File: config.mk
export PLATFORM = sky130hd
export DESIGN_NAME = vic_top
export DESIGN_NICKNAME = d
export VERILOG_FILES = /design/src/rtl/vic_pkg.sv /design/src/rtl/vic_src_if.sv /design/src/rtl/vic_arbiter.sv /design/src/rtl/vic_src_bank.sv /design/src/rtl/vic_top.sv
export VERILOG_INCLUDE_DIRS = /design/src /design/src/rtl
export SDC_FILE = /design/constraint.sdc
export NUM_CORES = 1
export LEC_CHECK = 0
export ABC_AREA = 1
export BUFFER_PORTS_ARGS = -buffer_cell sky130_fd_sc_hd__buf_2
export CORE_MARGIN = 1
export CORE_UTILIZATION = 52
export DETAILED_ROUTE_END_ITERATION = 10
export PLACE_DENSITY = 0.79
export SLEW_MARGIN = 10
export SYNTH_ARGS = -nofsm -noshare
export SYNTH_HDL_FRONTEND = slang
export SYNTH_SLANG_ARGS = --single-unit
File: constraint.sdc
create_clock -name clk -period 5.9 [get_ports clk]
set_input_delay 0.885 -clock clk [delete_from_list [all_inputs] [get_ports clk]]
set_output_delay 0.885 -clock clk [all_outputs]
set_load 0.02 [all_outputs]
File: src/rtl/vic_cfg.svh
`ifndef VIC_CFG_SVH
`define VIC_CFG_SVH
// ----------------------------------------------------------------
// Vector numbering
// ----------------------------------------------------------------
`define VIC_VEC_W 5
`define VIC_ADDR_W 20
`define VIC_VEC_RESET 5'h00
`define VIC_VEC_NMI 5'h01
`define VIC_VEC_MFIRST 2
`define VIC_VEC_MLAST 28
`define VIC_MASK_CNT 27
`define VIC_EXT_CNT 5
`define VIC_PER_CNT 22
// ----------------------------------------------------------------
// Vector table: entries are four bytes apart
// ----------------------------------------------------------------
`define VIC_TBL_BASE 20'h04000
`define VIC_TBL_SHIFT 2
// ----------------------------------------------------------------
// Source control byte layout
// ----------------------------------------------------------------
`define VIC_CR_REQ 0
`define VIC_CR_EN 1
`define VIC_CR_LV_LO 6
`define VIC_CR_LV_HI 7
`define VIC_LV_OFF 2'h3
`define VIC_LV_RST 2'h0
// ----------------------------------------------------------------
// Status word layout and reset
// ----------------------------------------------------------------
`define VIC_PSW_IM_LO 4
`define VIC_PSW_IM_HI 5
`define VIC_PSW_MIE 6
`define VIC_PSW_RST 8'h00
`define VIC_IM_NMI 2'h0
// ----------------------------------------------------------------
// Timing bounds in machine cycles (one machine cycle is one clk)
// ----------------------------------------------------------------
`define VIC_ENTRY_MAX 12
`define VIC_RTI_MAX 11
`endif

File: src/rtl/vic_pkg.sv
`include "vic_cfg.svh"
package vic_pkg;
    typedef logic [`VIC_VEC_W-1:0] vic_vec_t;
    typedef logic [`VIC_ADDR_W-1:0] vic_addr_t;

    typedef enum logic [6:0] {
        VIC_ST_IDLE = 7'h01,
        VIC_ST_SAVE_HA = 7'h02,
        VIC_ST_SAVE_PC = 7'h04,
        VIC_ST_SAVE_PSW = 7'h08,
        VIC_ST_FETCH = 7'h10,
        VIC_ST_LOAD = 7'h20,
        VIC_ST_RTI = 7'h40
    } vic_state_t;

    typedef enum logic [1:0] {
        VIC_PUSH_HA = 2'h0,
        VIC_PUSH_PC = 2'h1,
        VIC_PUSH_PSW = 2'h2
    } vic_push_t;

    typedef struct packed {
        logic [`VIC_VEC_MLAST:1] req;
        logic [`VIC_VEC_MLAST:2] en;
        logic [`VIC_VEC_MLAST:2][1:0] lvl;
    } vic_bank_st_t;

    typedef struct packed {
        vic_state_t st;
        logic busy;
        vic_vec_t vec;
        logic [7:0] psw;
        logic [7:0] psw_sav;
        logic [`VIC_EXT_CNT-1:0] sync1;
        logic [`VIC_EXT_CNT-1:0] sync2;
        logic [`VIC_EXT_CNT-1:0] pin_q;
        logic accept_valid;
        vic_vec_t accept_vec;
        logic push_valid;
        vic_push_t push_kind;
        vic_addr_t push_data;
        logic vec_rd_en;
        vic_addr_t vec_rd_addr;
        logic branch_valid;
        vic_addr_t branch_addr;
    } vic_top_st_t;

    function automatic vic_addr_t vic_tbl_addr(input vic_vec_t v);
        return `VIC_TBL_BASE + (vic_addr_t'(v) << `VIC_TBL_SHIFT);
    endfunction : vic_tbl_addr

    // Level 0 is the most urgent; level 3 never wins.
    function automatic logic vic_lvl_beats(input logic [1:0] lv, input logic [1:0] im);
        return (lv != `VIC_LV_OFF) && (lv < im);
    endfunction : vic_lvl_beats
endpackage : vic_pkg

File: src/rtl/vic_src_if.sv
`timescale 1ns/10ps
`include "vic_cfg.svh"
interface vic_src_if;
    import vic_pkg::*;
    logic [`VIC_VEC_MLAST:1] hw_set;
    logic wr_en;
    vic_vec_t wr_vec;
    logic [7:0] wr_data;
    logic clr_en;
    vic_vec_t clr_vec;
    logic [`VIC_VEC_MLAST:1] req;
    logic [`VIC_VEC_MLAST:2] en;
    logic [`VIC_VEC_MLAST:2][1:0] lvl;

    modport bank (
        input hw_set, wr_en, wr_vec, wr_data, clr_en, clr_vec,
        output req, en, lvl
    );
    modport arb (
        input req, en, lvl
    );
    modport ctl (
        output hw_set, wr_en, wr_vec, wr_data, clr_en, clr_vec,
        input req, en, lvl
    );
endinterface : vic_src_if

File: src/rtl/vic_arbiter.sv
`timescale 1ns/10ps
`include "vic_cfg.svh"
module vic_arbiter
    import vic_pkg::*;
(
    vic_src_if.arb sif,
    output logic nmi_pend,
    output logic mk_valid,
    output vic_vec_t mk_vec,
    output logic [1:0] mk_lvl
);
    assign nmi_pend = sif.req[1];

    // Both loops run downward so the last hit is the most urgent level
    // and, within it, the lowest vector number.
    always_comb begin
        mk_valid = 1'b0;
        mk_vec = '0;
        mk_lvl = '0;
        for (int l = 2; l >= 0; l--) begin
            for (int v = `VIC_VEC_MLAST; v >= `VIC_VEC_MFIRST; v--) begin
                if (sif.req[v] && sif.en[v] && sif.lvl[v] == 2'(l)) begin // [RQ20]
                    mk_valid = 1'b1;
                    mk_vec = 5'(v); // [RQ13]
                    mk_lvl = 2'(l);
                end
            end
        end
    end
endmodule : vic_arbiter

File: src/rtl/vic_src_bank.sv
`timescale 1ns/10ps
`include "vic_cfg.svh"
module vic_src_bank
    import vic_pkg::*;
(
    input wire logic clk,
    input wire logic rst_b,
    vic_src_if.bank sif
);
    vic_bank_st_t s_r;
    vic_bank_st_t s_nxt;

    // ----------------------------------------------------------------
    // Flag update: software write, then acceptance clear, then set
    // ----------------------------------------------------------------
    always_comb begin
        s_nxt = s_r;
        if (sif.wr_en) begin
            if (sif.wr_vec == `VIC_VEC_NMI) begin
                s_nxt.req[1] = sif.wr_data[`VIC_CR_REQ]; // [RQ9]
            end else if (sif.wr_vec >= `VIC_VEC_MFIRST && sif.wr_vec <= `VIC_VEC_MLAST) begin
                s_nxt.req[sif.wr_vec] = sif.wr_data[`VIC_CR_REQ]; // [RQ9] [RQ7]
                s_nxt.en[sif.wr_vec] = sif.wr_data[`VIC_CR_EN]; // [RQ7]
                s_nxt.lvl[sif.wr_vec] = sif.wr_data[`VIC_CR_LV_HI:`VIC_CR_LV_LO]; // [RQ12]
            end
        end
        // Only the request flag is cleared; the enable stays as written.
        if (sif.clr_en) begin
            s_nxt.req[sif.clr_vec] = 1'b0; // [RQ8] [RQ19]
        end
        // A new request in the same cycle as a clear or a write is kept.
        s_nxt.req = s_nxt.req | sif.hw_set; // [RQ8] [RQ23]
    end

    always_ff @(posedge clk) begin
        if (!rst_b) begin
            s_r <= '0;
        end else begin
            s_r <= s_nxt;
        end
    end

    assign sif.req = s_r.req;
    assign sif.en = s_r.en;
    assign sif.lvl = s_r.lvl;
endmodule : vic_src_bank

File: src/rtl/vic_top.sv
`timescale 1ns/10ps
`include "vic_cfg.svh"
// Functional notes
// [RQ1] Handler address is fetched from the vector table by hardware.
// [RQ2] Entries four bytes apart: reset 0, NMI 1, maskable 2 to 28.
// [RQ3] Except for reset, push PC, status word and handy address first.
// [RQ4] Interrupt return restores status word and return address.
// [RQ5] Entry completes within 12 machine cycles of the request.
// [RQ6] Return completes within 11 machine cycles.
// [RQ7] Each source has a control byte: level, enable, request flag.
// [RQ8] Request flag set by the source, cleared on acceptance.
// [RQ9] Software may write the request flag either way.
// [RQ10] NMI has no enable; a set NMI flag is always accepted.
// [RQ11] Maskable requests need the global maskable enable set.
// [RQ12] Software sets each maskable level to 0, 1 or 2.
// [RQ13] Equal levels: the lowest vector number wins.
// [RQ14] Maskable level must be more urgent than the mask level.
// [RQ15] NMI ignores the mask level.
// [RQ16] Reset comes from the pin; all status word flags clear.
// [RQ17] Accepting NMI clears the mask level to 00.
// [RQ18] Accepting maskable copies its level into the mask level.
// [RQ19] Acceptance leaves the enable bit unchanged.
// [RQ20] Level 3 is never accepted.
// [RQ21] NMI wins over pending maskable requests.
// [RQ22] Reset sets the mask level to 00.
// [RQ23] A hardware set beats a same-cycle software flag write.
// [RQ24] Winner and vector are registered and held through context save.
module vic_top
    import vic_pkg::*;
#(
    parameter int N_EXT = `VIC_EXT_CNT,
    parameter int N_PER = `VIC_PER_CNT
) (
    input wire logic clk,
    input wire logic rst_b,
    input wire logic [N_EXT-1:0] ext_irq_pin,
    input wire logic [N_PER-1:0] periph_req,
    input wire logic nmi_req,
    input wire logic cr_wr_en,
    input wire vic_vec_t cr_wr_vec,
    input wire logic [7:0] cr_wr_data,
    input wire logic psw_wr_en,
    input wire logic [7:0] psw_wr_data,
    input wire vic_addr_t core_pc,
    input wire logic [15:0] core_ha,
    input wire vic_addr_t vec_rd_data,
    input wire logic rti_start,
    input wire logic [7:0] rti_psw,
    input wire vic_addr_t rti_pc,
    output logic accept_valid,
    output vic_vec_t accept_vec,
    output logic busy,
    output logic push_valid,
    output vic_push_t push_kind,
    output vic_addr_t push_data,
    output logic vec_rd_en,
    output vic_addr_t vec_rd_addr,
    output logic branch_valid,
    output vic_addr_t branch_addr,
    output logic [7:0] psw_out,
    output logic [`VIC_VEC_MLAST:1] req_flags,
    output logic [`VIC_VEC_MLAST:2] en_flags,
    output logic [`VIC_VEC_MLAST:2][1:0] lvl_flags
);
    // ----------------------------------------------------------------
    // Elaboration check
    // ----------------------------------------------------------------
    // The flag bank is sized for exactly 27 maskable sources.
    if (N_EXT != `VIC_EXT_CNT || N_PER != `VIC_PER_CNT) begin : g_bad_cfg
        $error("vic_top: source counts do not match the flag bank");
    end

    // Pins and peripherals must fill the maskable vectors exactly.
    if (`VIC_EXT_CNT + `VIC_PER_CNT != `VIC_MASK_CNT) begin : g_bad_span
        $error("vic_top: maskable source count mismatch");
    end

    if (`VIC_VEC_MLAST - `VIC_VEC_MFIRST + 1 != `VIC_MASK_CNT) begin : g_bad_vec
        $error("vic_top: maskable vector range mismatch");
    end

    // Entry needs seven cycles and return two; bounds under seven or three fail.
    if (`VIC_ENTRY_MAX < 7 || `VIC_RTI_MAX < 3) begin : g_bad_time
        $error("vic_top: timing bounds shorter than the sequencer");
    end

    // ----------------------------------------------------------------
    // Submodules
    // ----------------------------------------------------------------
    vic_src_if sif ();

    logic nmi_pend;
    logic mk_valid;
    vic_vec_t mk_vec;
    logic [1:0] mk_lvl;

    // The bank holds every control byte; the arbiter only reads it.
    vic_src_bank u_bank (
        .clk(clk),
        .rst_b(rst_b),
        .sif(sif.bank)
    );

    // Pure logic: the winner is registered by the sequencer, not here.
    vic_arbiter u_arb (
        .sif(sif.arb),
        .nmi_pend(nmi_pend),
        .mk_valid(mk_valid),
        .mk_vec(mk_vec),
        .mk_lvl(mk_lvl)
    );

    // ----------------------------------------------------------------
    // State
    // ----------------------------------------------------------------
    vic_top_st_t s_r;
    vic_top_st_t s_nxt;
    logic [N_EXT-1:0] ext_rise;
    logic take_nmi;
    logic take_mk;
    logic idle_free;

    // ----------------------------------------------------------------
    // Status word helpers
    // ----------------------------------------------------------------
    function automatic logic [1:0] mask_of(input logic [7:0] w);
        return w[`VIC_PSW_IM_HI:`VIC_PSW_IM_LO];
    endfunction : mask_of

    function automatic logic mie_of(input logic [7:0] w);
        return w[`VIC_PSW_MIE];
    endfunction : mie_of

    // Writes only the mask field, so a same-cycle program write keeps its
    // other bits while the accepted level still wins the mask.
    function automatic logic [7:0] with_mask(input logic [7:0] w, input logic [1:0] m);
        logic [7:0] r;
        r = w;
        r[`VIC_PSW_IM_HI:`VIC_PSW_IM_LO] = m;
        return r;
    endfunction : with_mask

    // ----------------------------------------------------------------
    // Acceptance
    // ----------------------------------------------------------------
    // Pins are edge-detected only after the two synchroniser stages.
    assign ext_rise = s_r.sync2 & ~s_r.pin_q;

    // A return request owns the idle slot; pending flags simply wait.
    assign idle_free = (s_r.st == VIC_ST_IDLE) && !rti_start;

    assign take_nmi = idle_free && nmi_pend; // [RQ10] [RQ21]
    assign take_mk = idle_free && !nmi_pend && mk_valid
        && mie_of(s_r.psw) // [RQ11]
        && vic_lvl_beats(mk_lvl, mask_of(s_r.psw)); // [RQ14] [RQ20]

    // ----------------------------------------------------------------
    // Flag bank connections
    // ----------------------------------------------------------------
    // Bit 1 is the NMI, bits 2 to 6 the pins, the rest peripherals.
    assign sif.hw_set = {periph_req, ext_rise, nmi_req}; // [RQ8]
    assign sif.wr_en = cr_wr_en; // [RQ9]
    assign sif.wr_vec = cr_wr_vec;
    assign sif.wr_data = cr_wr_data;
    assign sif.clr_en = take_nmi || take_mk; // [RQ8]
    assign sif.clr_vec = take_nmi ? `VIC_VEC_NMI : mk_vec;

    // ----------------------------------------------------------------
    // Sequencer
    // ----------------------------------------------------------------
    // Entry takes acceptance, three pushes, a table read and the branch,
    // seven cycles from the request pulse, well inside the bound.
    always_comb begin
        // Pulses drop after one cycle; data fields hold their last value.
        s_nxt = s_r;
        s_nxt.sync1 = ext_irq_pin;
        s_nxt.sync2 = s_r.sync1;
        s_nxt.pin_q = s_r.sync2;
        s_nxt.accept_valid = 1'b0;
        s_nxt.push_valid = 1'b0;
        s_nxt.vec_rd_en = 1'b0;
        s_nxt.branch_valid = 1'b0;
        // A program write is applied first; an acceptance below then
        // overrides the mask field of the same cycle.
        if (psw_wr_en) begin
            s_nxt.psw = psw_wr_data;
        end

        case (s_r.st)
            VIC_ST_IDLE: begin
                // Return does not wait for pending requests; they are taken
                // once the sequencer is back in idle.
                if (rti_start) begin
                    s_nxt.psw = rti_psw; // [RQ4]
                    s_nxt.branch_addr = rti_pc; // [RQ4]
                    s_nxt.st = VIC_ST_RTI;
                end else if (take_nmi) begin
                    s_nxt.psw_sav = s_r.psw;
                    s_nxt.psw = with_mask(s_nxt.psw, `VIC_IM_NMI); // [RQ15] [RQ17]
                    s_nxt.vec = `VIC_VEC_NMI; // [RQ24]
                    s_nxt.accept_valid = 1'b1;
                    s_nxt.accept_vec = `VIC_VEC_NMI;
                    s_nxt.st = VIC_ST_SAVE_HA;
                end else if (take_mk) begin
                    s_nxt.psw_sav = s_r.psw;
                    s_nxt.psw = with_mask(s_nxt.psw, mk_lvl); // [RQ18]
                    s_nxt.vec = mk_vec; // [RQ24]
                    s_nxt.accept_valid = 1'b1;
                    s_nxt.accept_vec = mk_vec;
                    s_nxt.st = VIC_ST_SAVE_HA;
                end
            end

            // Handy address first, then return address, then status word.
            VIC_ST_SAVE_HA: begin
                s_nxt.push_valid = 1'b1; // [RQ3]
                s_nxt.push_kind = VIC_PUSH_HA;
                s_nxt.push_data = vic_addr_t'(core_ha);
                s_nxt.st = VIC_ST_SAVE_PC;
            end

            VIC_ST_SAVE_PC: begin
                s_nxt.push_valid = 1'b1; // [RQ3]
                s_nxt.push_kind = VIC_PUSH_PC;
                s_nxt.push_data = core_pc;
                s_nxt.st = VIC_ST_SAVE_PSW;
            end

            // The status word as it stood before acceptance changed the mask.
            VIC_ST_SAVE_PSW: begin
                s_nxt.push_valid = 1'b1; // [RQ3]
                s_nxt.push_kind = VIC_PUSH_PSW;
                s_nxt.push_data = vic_addr_t'(s_r.psw_sav);
                s_nxt.st = VIC_ST_FETCH;
            end

            // Reset enters here too, with vector 0 and no pushes.
            VIC_ST_FETCH: begin
                s_nxt.vec_rd_en = 1'b1; // [RQ1]
                s_nxt.vec_rd_addr = vic_tbl_addr(s_r.vec); // [RQ2]
                s_nxt.st = VIC_ST_LOAD;
            end

            VIC_ST_LOAD: begin
                // Table memory answers in the same cycle as the read strobe.
                s_nxt.branch_valid = 1'b1; // [RQ1] [RQ5]
                s_nxt.branch_addr = vec_rd_data;
                s_nxt.st = VIC_ST_IDLE;
            end

            // Status word was restored on entry; only the branch remains.
            VIC_ST_RTI: begin
                s_nxt.branch_valid = 1'b1; // [RQ6]
                s_nxt.st = VIC_ST_IDLE;
            end

            // Unreachable with one-hot codes; a stray state returns to idle.
            default: begin
                s_nxt.st = VIC_ST_IDLE;
            end
        endcase

        // Registered so the core reads busy straight from a flop.
        s_nxt.busy = (s_nxt.st != VIC_ST_IDLE);
    end

    // Reset starts straight at the table read for vector 0 with no pushes,
    // since there is no context worth saving.
    always_ff @(posedge clk) begin
        if (!rst_b) begin
            s_r <= '0; // [RQ16] [RQ22]
            s_r.psw <= `VIC_PSW_RST; // [RQ16]
            s_r.vec <= `VIC_VEC_RESET; // [RQ2]
            s_r.st <= VIC_ST_FETCH; // [RQ16]
            s_r.busy <= 1'b1;
        end else begin
            s_r <= s_nxt;
        end
    end

    // ----------------------------------------------------------------
    // Outputs
    // ----------------------------------------------------------------
    assign accept_valid = s_r.accept_valid;
    assign accept_vec = s_r.accept_vec;

    assign busy = s_r.busy;

    assign push_valid = s_r.push_valid;
    assign push_kind = s_r.push_kind;
    assign push_data = s_r.push_data;

    assign vec_rd_en = s_r.vec_rd_en;
    assign vec_rd_addr = s_r.vec_rd_addr;

    assign branch_valid = s_r.branch_valid;
    assign branch_addr = s_r.branch_addr;

    assign psw_out = s_r.psw;

    assign req_flags = sif.req;
    assign en_flags = sif.en;
    assign lvl_flags = sif.lvl;
endmodule : vic_top

==> results.md, run 1 <==
Outcome:
- The run finished with clean final reports.

Power:
- The analysis attributes to cell leakage a power of 6.02 nW.
- The total chip power is 0.00317 W.
- VDD sags by at most 0.195 mV.
- Dividing total power by cell area gives a power density of 252 mW/mm2.

Timing:
- The tightest hold path in the finished design has a slack of 0.405 ns.
- The max-slew violation count was 0.
- Setup violations remaining at the end of the flow were counted as 0.
- The final worst setup slack is 0.250 ns.
- Between clock sinks in the finished design, the worst skew comes to 0.0100 ns.
- The worst path in the final design needs a cycle of 5.65 ns, including I/O delays and setup.
- The remaining max-slew budget at the tightest pin is 27.1%.
- The final hold violation count is 0.
- Based on the critical path, the design can be clocked at up to 177 MHz.
- After routing, the total negative slack on setup checks comes to 0 ns.
- Of the available clock period, the critical path in the final layout requires 95.8%.
- For the pin with the worst max-slew slack, the measured transition is 1.09 ns.
- Setup repair after global routing could not meet its margin everywhere.

Global route:
- The via count of the first global-routing pass is 9702.
- The combined global-route utilization of all metal layers is 30.6%.
- The initial antenna violation count is 2.
- The first global-routing pass estimated 49.5 mm of wire.
- Entering global routing, the biggest net connects 66 pins.
- The global-route congestion overflow total is 0.

Detailed routing:
- Once detail routing completed, the nets flagged for antenna violations numbered 0.
- After the first detailed-routing iteration, the DRC count stood at 704.
- For this run, design rule violations remaining after detail routing come to 0.
- After detailed routing, the average wire length per cell comes to 16.0 um.
- The first detailed-routing pass took 7 iterations.
- The count of vias placed by the detailed router is 10900.
- The number of vias per cell after detailed routing is 5.33.
- The total wire length is 32.7 mm.

Synth:
- The combined area of all synthesized cells is 0.0105 mm2.
- The number of enable-type register cells in the synthesized netlist is 0.
- By instance count, the leading cell after synthesis is nand2_1.
- The synthesis warning total is 0.
- The most used flip-flop cell after synthesis is dfxtp_1.
- Counting flops with an async set or reset pin after synthesis yields a share of 0%.
- Summed over all instances, the cell type with the most area after synthesis is dfxtp_1.
- By count the netlist is led by nand2_1, dfxtp_1, a21oi_1, inv_1, nor2_1.
- The share of the synthesized area in the top cell type is 39.2%.
- Sorting the synthesized cells by area gives the leading types as dfxtp_1, nand2_1, a21oi_1.
- Synthesis handed over a netlist of 1535 instances.
- The flop and latch count out of synthesis is 205.
- The mean area per synthesized cell is 6.83 um2.
- The number of distinct standard cells referenced by the synthesized netlist is 44.
- The sequential share of the synthesized area is 39.2%.

Finish:
- The final layout contains 1908 nets.
- The area growth from synthesis to layout is 19.8%.
- The share of cells above drive strength 1 is 23.8%.
- The final-layout fill cell count is 1774.

Floorplan:
- The initial core utilization is 53.5%.
- 327 I/O pins were placed.
- The die is 144 um wide.
- The floorplan has 51 rows.
- The total die area is 0.0207 mm2.
- The die is 144 um tall.
- The placeable core region is 0.0196 mm2.

CTS:
- The clock passes through at most 3 buffers.
- The clock insertion delay at the later pin of the skew report is 0.52 ns.
- The number of sinks on the clock net is 205.
- The clock edge transition at the registers on the reported setup and hold paths is 0.06 ns.
- The deepest level of the CTS H-tree is 1.
- The CTS tree is done.
- Clock tree synthesis selected as its root buffer the cell clkbuf_16.
- The total clock buffers created by CTS is 23.

Worst setup path:
- The highest-delay cell along the critical path is dfxtp_1.
- The maximum net fanout on the critical path is 6.
- The worst stage delay on the critical path is 0.37 ns.
- The kind of start point of the critical path is a flop.
- The number of buffers and inverters on the critical path is 3.
- The endpoint kind of the worst setup timing path is a flop.
- The critical path required time is 6.26 ns.
- The startpoint-to-endpoint class of the critical path is flop to flop.
- Among the stages of the critical path, the cell type that occurs most often is nand2_1.
- The data arrival time at the worst-slack endpoint is 6.01 ns.
- Broken down by cell family, the worst path's largest delay share belongs to simple AND/OR/NAND/NOR gates.

Worst hold path:
- The classification of the worst-slack hold path is flop to flop.

Place:
- Routability-driven placement finished with a final weighted congestion of 0.992.
- The half-perimeter wire length after detailed placement is 23.9 mm.
- In this run the tool buffered the top-level ports with 308 buffer cells.
- OpenSTA, run right after detailed placement, puts the worst setup slack at 0.196 ns.

Run:
- The count of max-cap constraint violations is 0.
## report_power, final
group	switching [W]	internal (W)	total (W)
combinational	0.000226	0.000114	0.000340
sequential	0.0000338	0.00143	0.00146
clock	0.000559	0.000804	0.00136
## layout make-up
| class | instances | area (um2) | share of cell area [%] |
|---|---|---|---|
| antenna | 2 | 5.00 | 0.0399 |
| timing repair buffer | 324 | 1680 | 13.4 |
| clock buffer | 32 | 649 | 5.17 |
| multi-input combinational | 1018 | 4860 | 38.7 |
| inverter | 197 | 863 | 6.88 |
| tap | 265 | 332 | 2.64 |
| sequential | 205 | 4110 | 32.8 |
| clock inverter | 5 | 53.8 | 0.429 |
## cells by family (layout without fill, tap and decap cells)
logic type	Yosys count	count (layout)	share of synthesized area [%]
AO/OA/AOI/OAI	377	377	19.1
adder cells (fa/ha/maj)	1	1	0.119
buffers and inverters	325	558	15.8
flip-flops	205	205	39.2
multiplexers	8	8	0.836
other	1	16	0.0358
AND/OR/NAND/NOR	618	618	25.0
## layer usage
layer,track usage [%],part of all wire (%),vias up
met4,13.3,3.8,2
met2,52.3,48,485
li1,-,-,5413
met3,6.00,8.4,82
met1,37.1,40,4928
met5,0,0.040,-
## what timing repair did
action / 4_1_cts / 5_1_grt
buffers inserted: 0 / 6
endpoints found under the hold margin: 0 / 0
setup endpoints to repair: 0 / 27
resized for setup: 0 / 33
hold buffers: 0 / 0
## through the flow
stage | instances | utilization, % | cell area [um2]
after global placement | 2003 | 59.7 | 11700
final | 2048 | 64.1 | 12600
after CTS | 2040 | 63.3 | 12400
after floorplan | 1548 | - | 10500
after detailed placement | 2003 | 59.7 | 11700
after global routing | 2047 | 64.1 | 12600
## path summary, 6_finish.rpt
path | start | to | slack, ns | cells past startpoint
setup / recovery | flop | u_bank.sif.req[11] | 0.25 | 80
hold / removal | s_nxt[76] | s_nxt[71] | 0.41 | 2
setup reg to reg | flop | u_bank.sif.req[11] | 0.25 | 80
hold reg to reg | s_nxt[76] | s_nxt[71] | 0.41 | 2
## worst reg2reg max path, delay by kind of cell (launching register included)
| kind | cells | cell delay (ns) |
|---|---|---|
| simple gates | 76 | 4.73 |
| compound gates | 1 | 0.12 |
| buf+inv | 3 | 0.28 |
| flops | 1 | 0.37 |
## placed cells by master, fill, tap and decap left out, types with 5 or more instances in the layout
cell type / netlist / final
buf_2: 0 / 308
nand2_1: 278 / 269
dfxtp_1: 205 / 197
a21oi_1: 188 / 181
inv_1: 180 / 177
nor2_1: 175 / 175
o21ai_0: 141 / 141
nor3_1: 59 / 57
nand3_1: 56 / 53
nand4_1: 32 / 32
clkbuf_16: 0 / 23
a31oi_1: 18 / 18
conb_1: 1 / 14
buf_4: 76 / 14
nand2_2: 2 / 11
bufinv_8: 9 / 9
a21oi_2: 2 / 9
dfxtp_2: 0 / 8
inv_2: 4 / 7
mux2_2: 6 / 6
a221oi_1: 6 / 6
nor4_1: 6 / 5
clkbuf_1: 47 / 5
Power figures use the tool's default switching activity.
==> run 2, diff against run 1 <==
==> constraint.sdc (replaced) <==
create_clock -name clk -period 5.9 [get_ports clk]
set_input_delay 0.295 -clock clk [delete_from_list [all_inputs] [get_ports clk]]
set_output_delay 0.295 -clock clk [all_outputs]
set_load 0.02 [all_outputs]
==> results.md, run 2 (synthesis results as in run 1) <==
Outcome:
- The flow ran to the end, and the final reports show no timing, DRC or antenna violations.

Worst setup path:
- The number of buffers and inverters on the critical path is 2.
- For this design, the slowest cell found on the critical path is dfxtp_2.
- For the worst setup path, the data required time is 6.27 ns.
- The startpoint-to-endpoint class of the critical path is flop to flop.
- The endpoint kind of the worst setup timing path is a flop.
- Data on the critical path arrives at its endpoint at 5.93 ns.
- The most numerous cell type found on the critical path is nand2_1.
- Broken down by cell family, the worst path's largest delay share belongs to simple AND/OR/NAND/NOR gates.
- On the worst path, the slowest cell contributes a delay of 0.32 ns.
- Along the worst path, the maximum fanout reaches 7.
- The worst setup path is launched from a flop.

Timing:
- The final hold violation count is 0.
- Static timing analysis puts the maximum clock frequency at 180 MHz.
- For the pin with the worst max-slew slack, the measured transition is 1.13 ns.
- Setup repair after global routing could not meet its margin everywhere.
- The max-slew violation count came to 0.
- In this run the tightest slew margin relative to its limit is 24.9%.
- Setup violations remaining at the end of the flow were counted as 0.
- For the finished layout, the period the worst path requires is 5.56 ns.
- Of the available clock period, the critical path in the final layout requires 94.2%.
- For the final database, setup skew stands at 0.0159 ns.

Power:
- Summed over all cells, the static leakage comes to 6.09 nW.
- The worst-case IR drop observed on VDD is 0.168 mV.
- The total chip power is 0.00323 W.
- Dividing total power by cell area gives a power density of 254 mW/mm2.

Finish:
- The footprint of the flip-flops and latches is 0.00412 mm2.
- The number of non-filler instances in the completed layout is 2060.
- The area overhead of the layout relative to synthesis is 21.2%.
- The final-layout fill cell count is 1730.
- The number of nets in the layout is 1917.
- The area of all placed cells without fillers is 0.0127 mm2.
- The share of cells above drive strength 1 is 24.1%.
- The most common library cell in the layout ignoring fill and taps is buf_2.
- The area of the multi-input gates is 0.00486 mm2.
- In the layout the commonest cells are buf_2, nand2_1, dfxtp_1, a21oi_1, inv_1.

Place:
- The final RePlAce weighted congestion is 0.976.
- The count of input and output buffers is 308.
- The post-detailed-placement cell area is 0.0117 mm2.
- Counting tap cells, the placed design contains a total of 2003 instances.
- After legalization and detailed placement, the total HPWL measured 23.9 mm.

Global route:
- For this run the aggregate overflow at the end of global routing stands at 0.
- The combined global-route utilization of all metal layers is 30.6%.
- The via count of the first global-routing pass is 9887.
- The largest net degree at the start of global routing is 66.
- The initial antenna violation count was 3.
- The first global-routing pass estimated 49.4 mm of wire.

Run:
- The count of max-cap constraint violations is 0.

CTS:
- The number of sinks on the clock net is 205.
- The clock root buffer is clkbuf_16.
- CTS built an H-tree with a depth of 1.
- The clock edge transition at the registers on the reported setup and hold paths is 0.06 ns.
- TritonCTS built the clock tree.
- The longest clock path from root to sink contains 3 buffers.
- The total clock buffers created by CTS is 23.
- The clock insertion delay at the later pin of the skew report is 0.51 ns.

Detailed routing:
- The remaining design rule violation count is 0.
- For this block, wires on met1 add up to 12.9 mm.
- The first detailed-routing pass ran for 8 iterations.
- The met3 routed wirelength is 2.85 mm.
- The amount of wire on met2 after detailed routing is 15.8 mm.
- The number of design-rule violations left by the first detailed-router iteration is 665.
- Dividing the detail-routed wire length by the instance count gives 16.0 um.
- The total wire length is 33.0 mm.
- The count of vias placed by the detailed router is 11000.
- Signal routing reaches up to met5.
- The number of vias per cell after detailed routing is 5.36.
- The count of nets left with antenna violations once routing finished came out at 0.

Floorplan:
- From bottom edge to top edge, the die measures 144 um.
- The horizontal extent of the die is 144 um.
- The floorplan step defined a die boundary enclosing 0.0207 mm2.
- The initial utilization of the core area, before any placement, comes to 53.5%.
- The floorplan has 51 rows.
- The placeable core region is 0.0196 mm2.
- Pin placement for this block handled 327 I/O pins.

Worst hold path:
- In this run the worst hold path is classified as input pin to flop.
## run 2: routing by layer
| layer | vias up | track usage, % |
|---|---|---|
| met5 | - | 0 |
| met4 | 2 | 15.6 |
| met3 | 104 | 6.50 |
| met2 | 497 | 52.3 |
| met1 | 5000 | 36.0 |
| li1 | 5440 | - |
## run 2: final cells by class
class	instances	share of cell area, %
Tap cell	265	2.61
Clock inverter	4	0.375
Inverter	197	6.82
Antenna cell	3	0.0591
Multi-Input combinational cell	1018	38.3
Sequential cell	205	32.4
Timing Repair Buffer	333	13.9
Clock buffer	35	5.52
## run 2: where the power goes
part           internal [W]  switching [W]  total, W
clock              0.000855       0.000565   0.00142
sequential          0.00143      0.0000340   0.00146
combinational      0.000117       0.000226  0.000342
total               0.00240       0.000825   0.00323
## run 2: path summary, 6_finish.rpt
check                           startpoint                 end  slack [ns]  depth (start not counted)
worst min register to register     s_r[75]   u_bank.sif.req[6]        0.40                          1
worst max-delay path                  flop  u_bank.sif.req[11]        0.34                         85
worst max register to register        flop  u_bank.sif.req[11]        0.34                         85
worst min-delay path               nmi_req   u_bank.sif.req[1]        0.02                          3
## run 2: repair_timing
item / CTS / global route
setup buffers: 0 / 8
hold endpoints to repair: 7 / 0
hold buffers: 7 / 0
setup endpoints to repair: 0 / 27
resized for setup: 0 / 40
## run 2: tightest hold or removal path, stage by stage
cell and delay [ns]:
buf_2 0.07, a21oi_1 0.03, nor2_1 0.08
## run 2: stage by stage
| step | util [%] | hold slack [ns] | setup WS [ns] | setup TNS, ns |
|---|---|---|---|---|
| 2_1_floorplan | - | 0.389 | 1.39 | 0 |
| 3_3_place_gp | 59.7 | 0.392 | 0.286 | 0 |
| 3_5_place_dp | 59.7 | 0.396 | 0.266 | 0 |
| 4_1_cts | 63.9 | 0.00845 | 0.230 | 0 |
| 5_1_grt | 64.8 | 0.00564 | -0.289 | -4.98 |
| 6_report | 64.8 | 0.0191 | 0.342 | 0 |
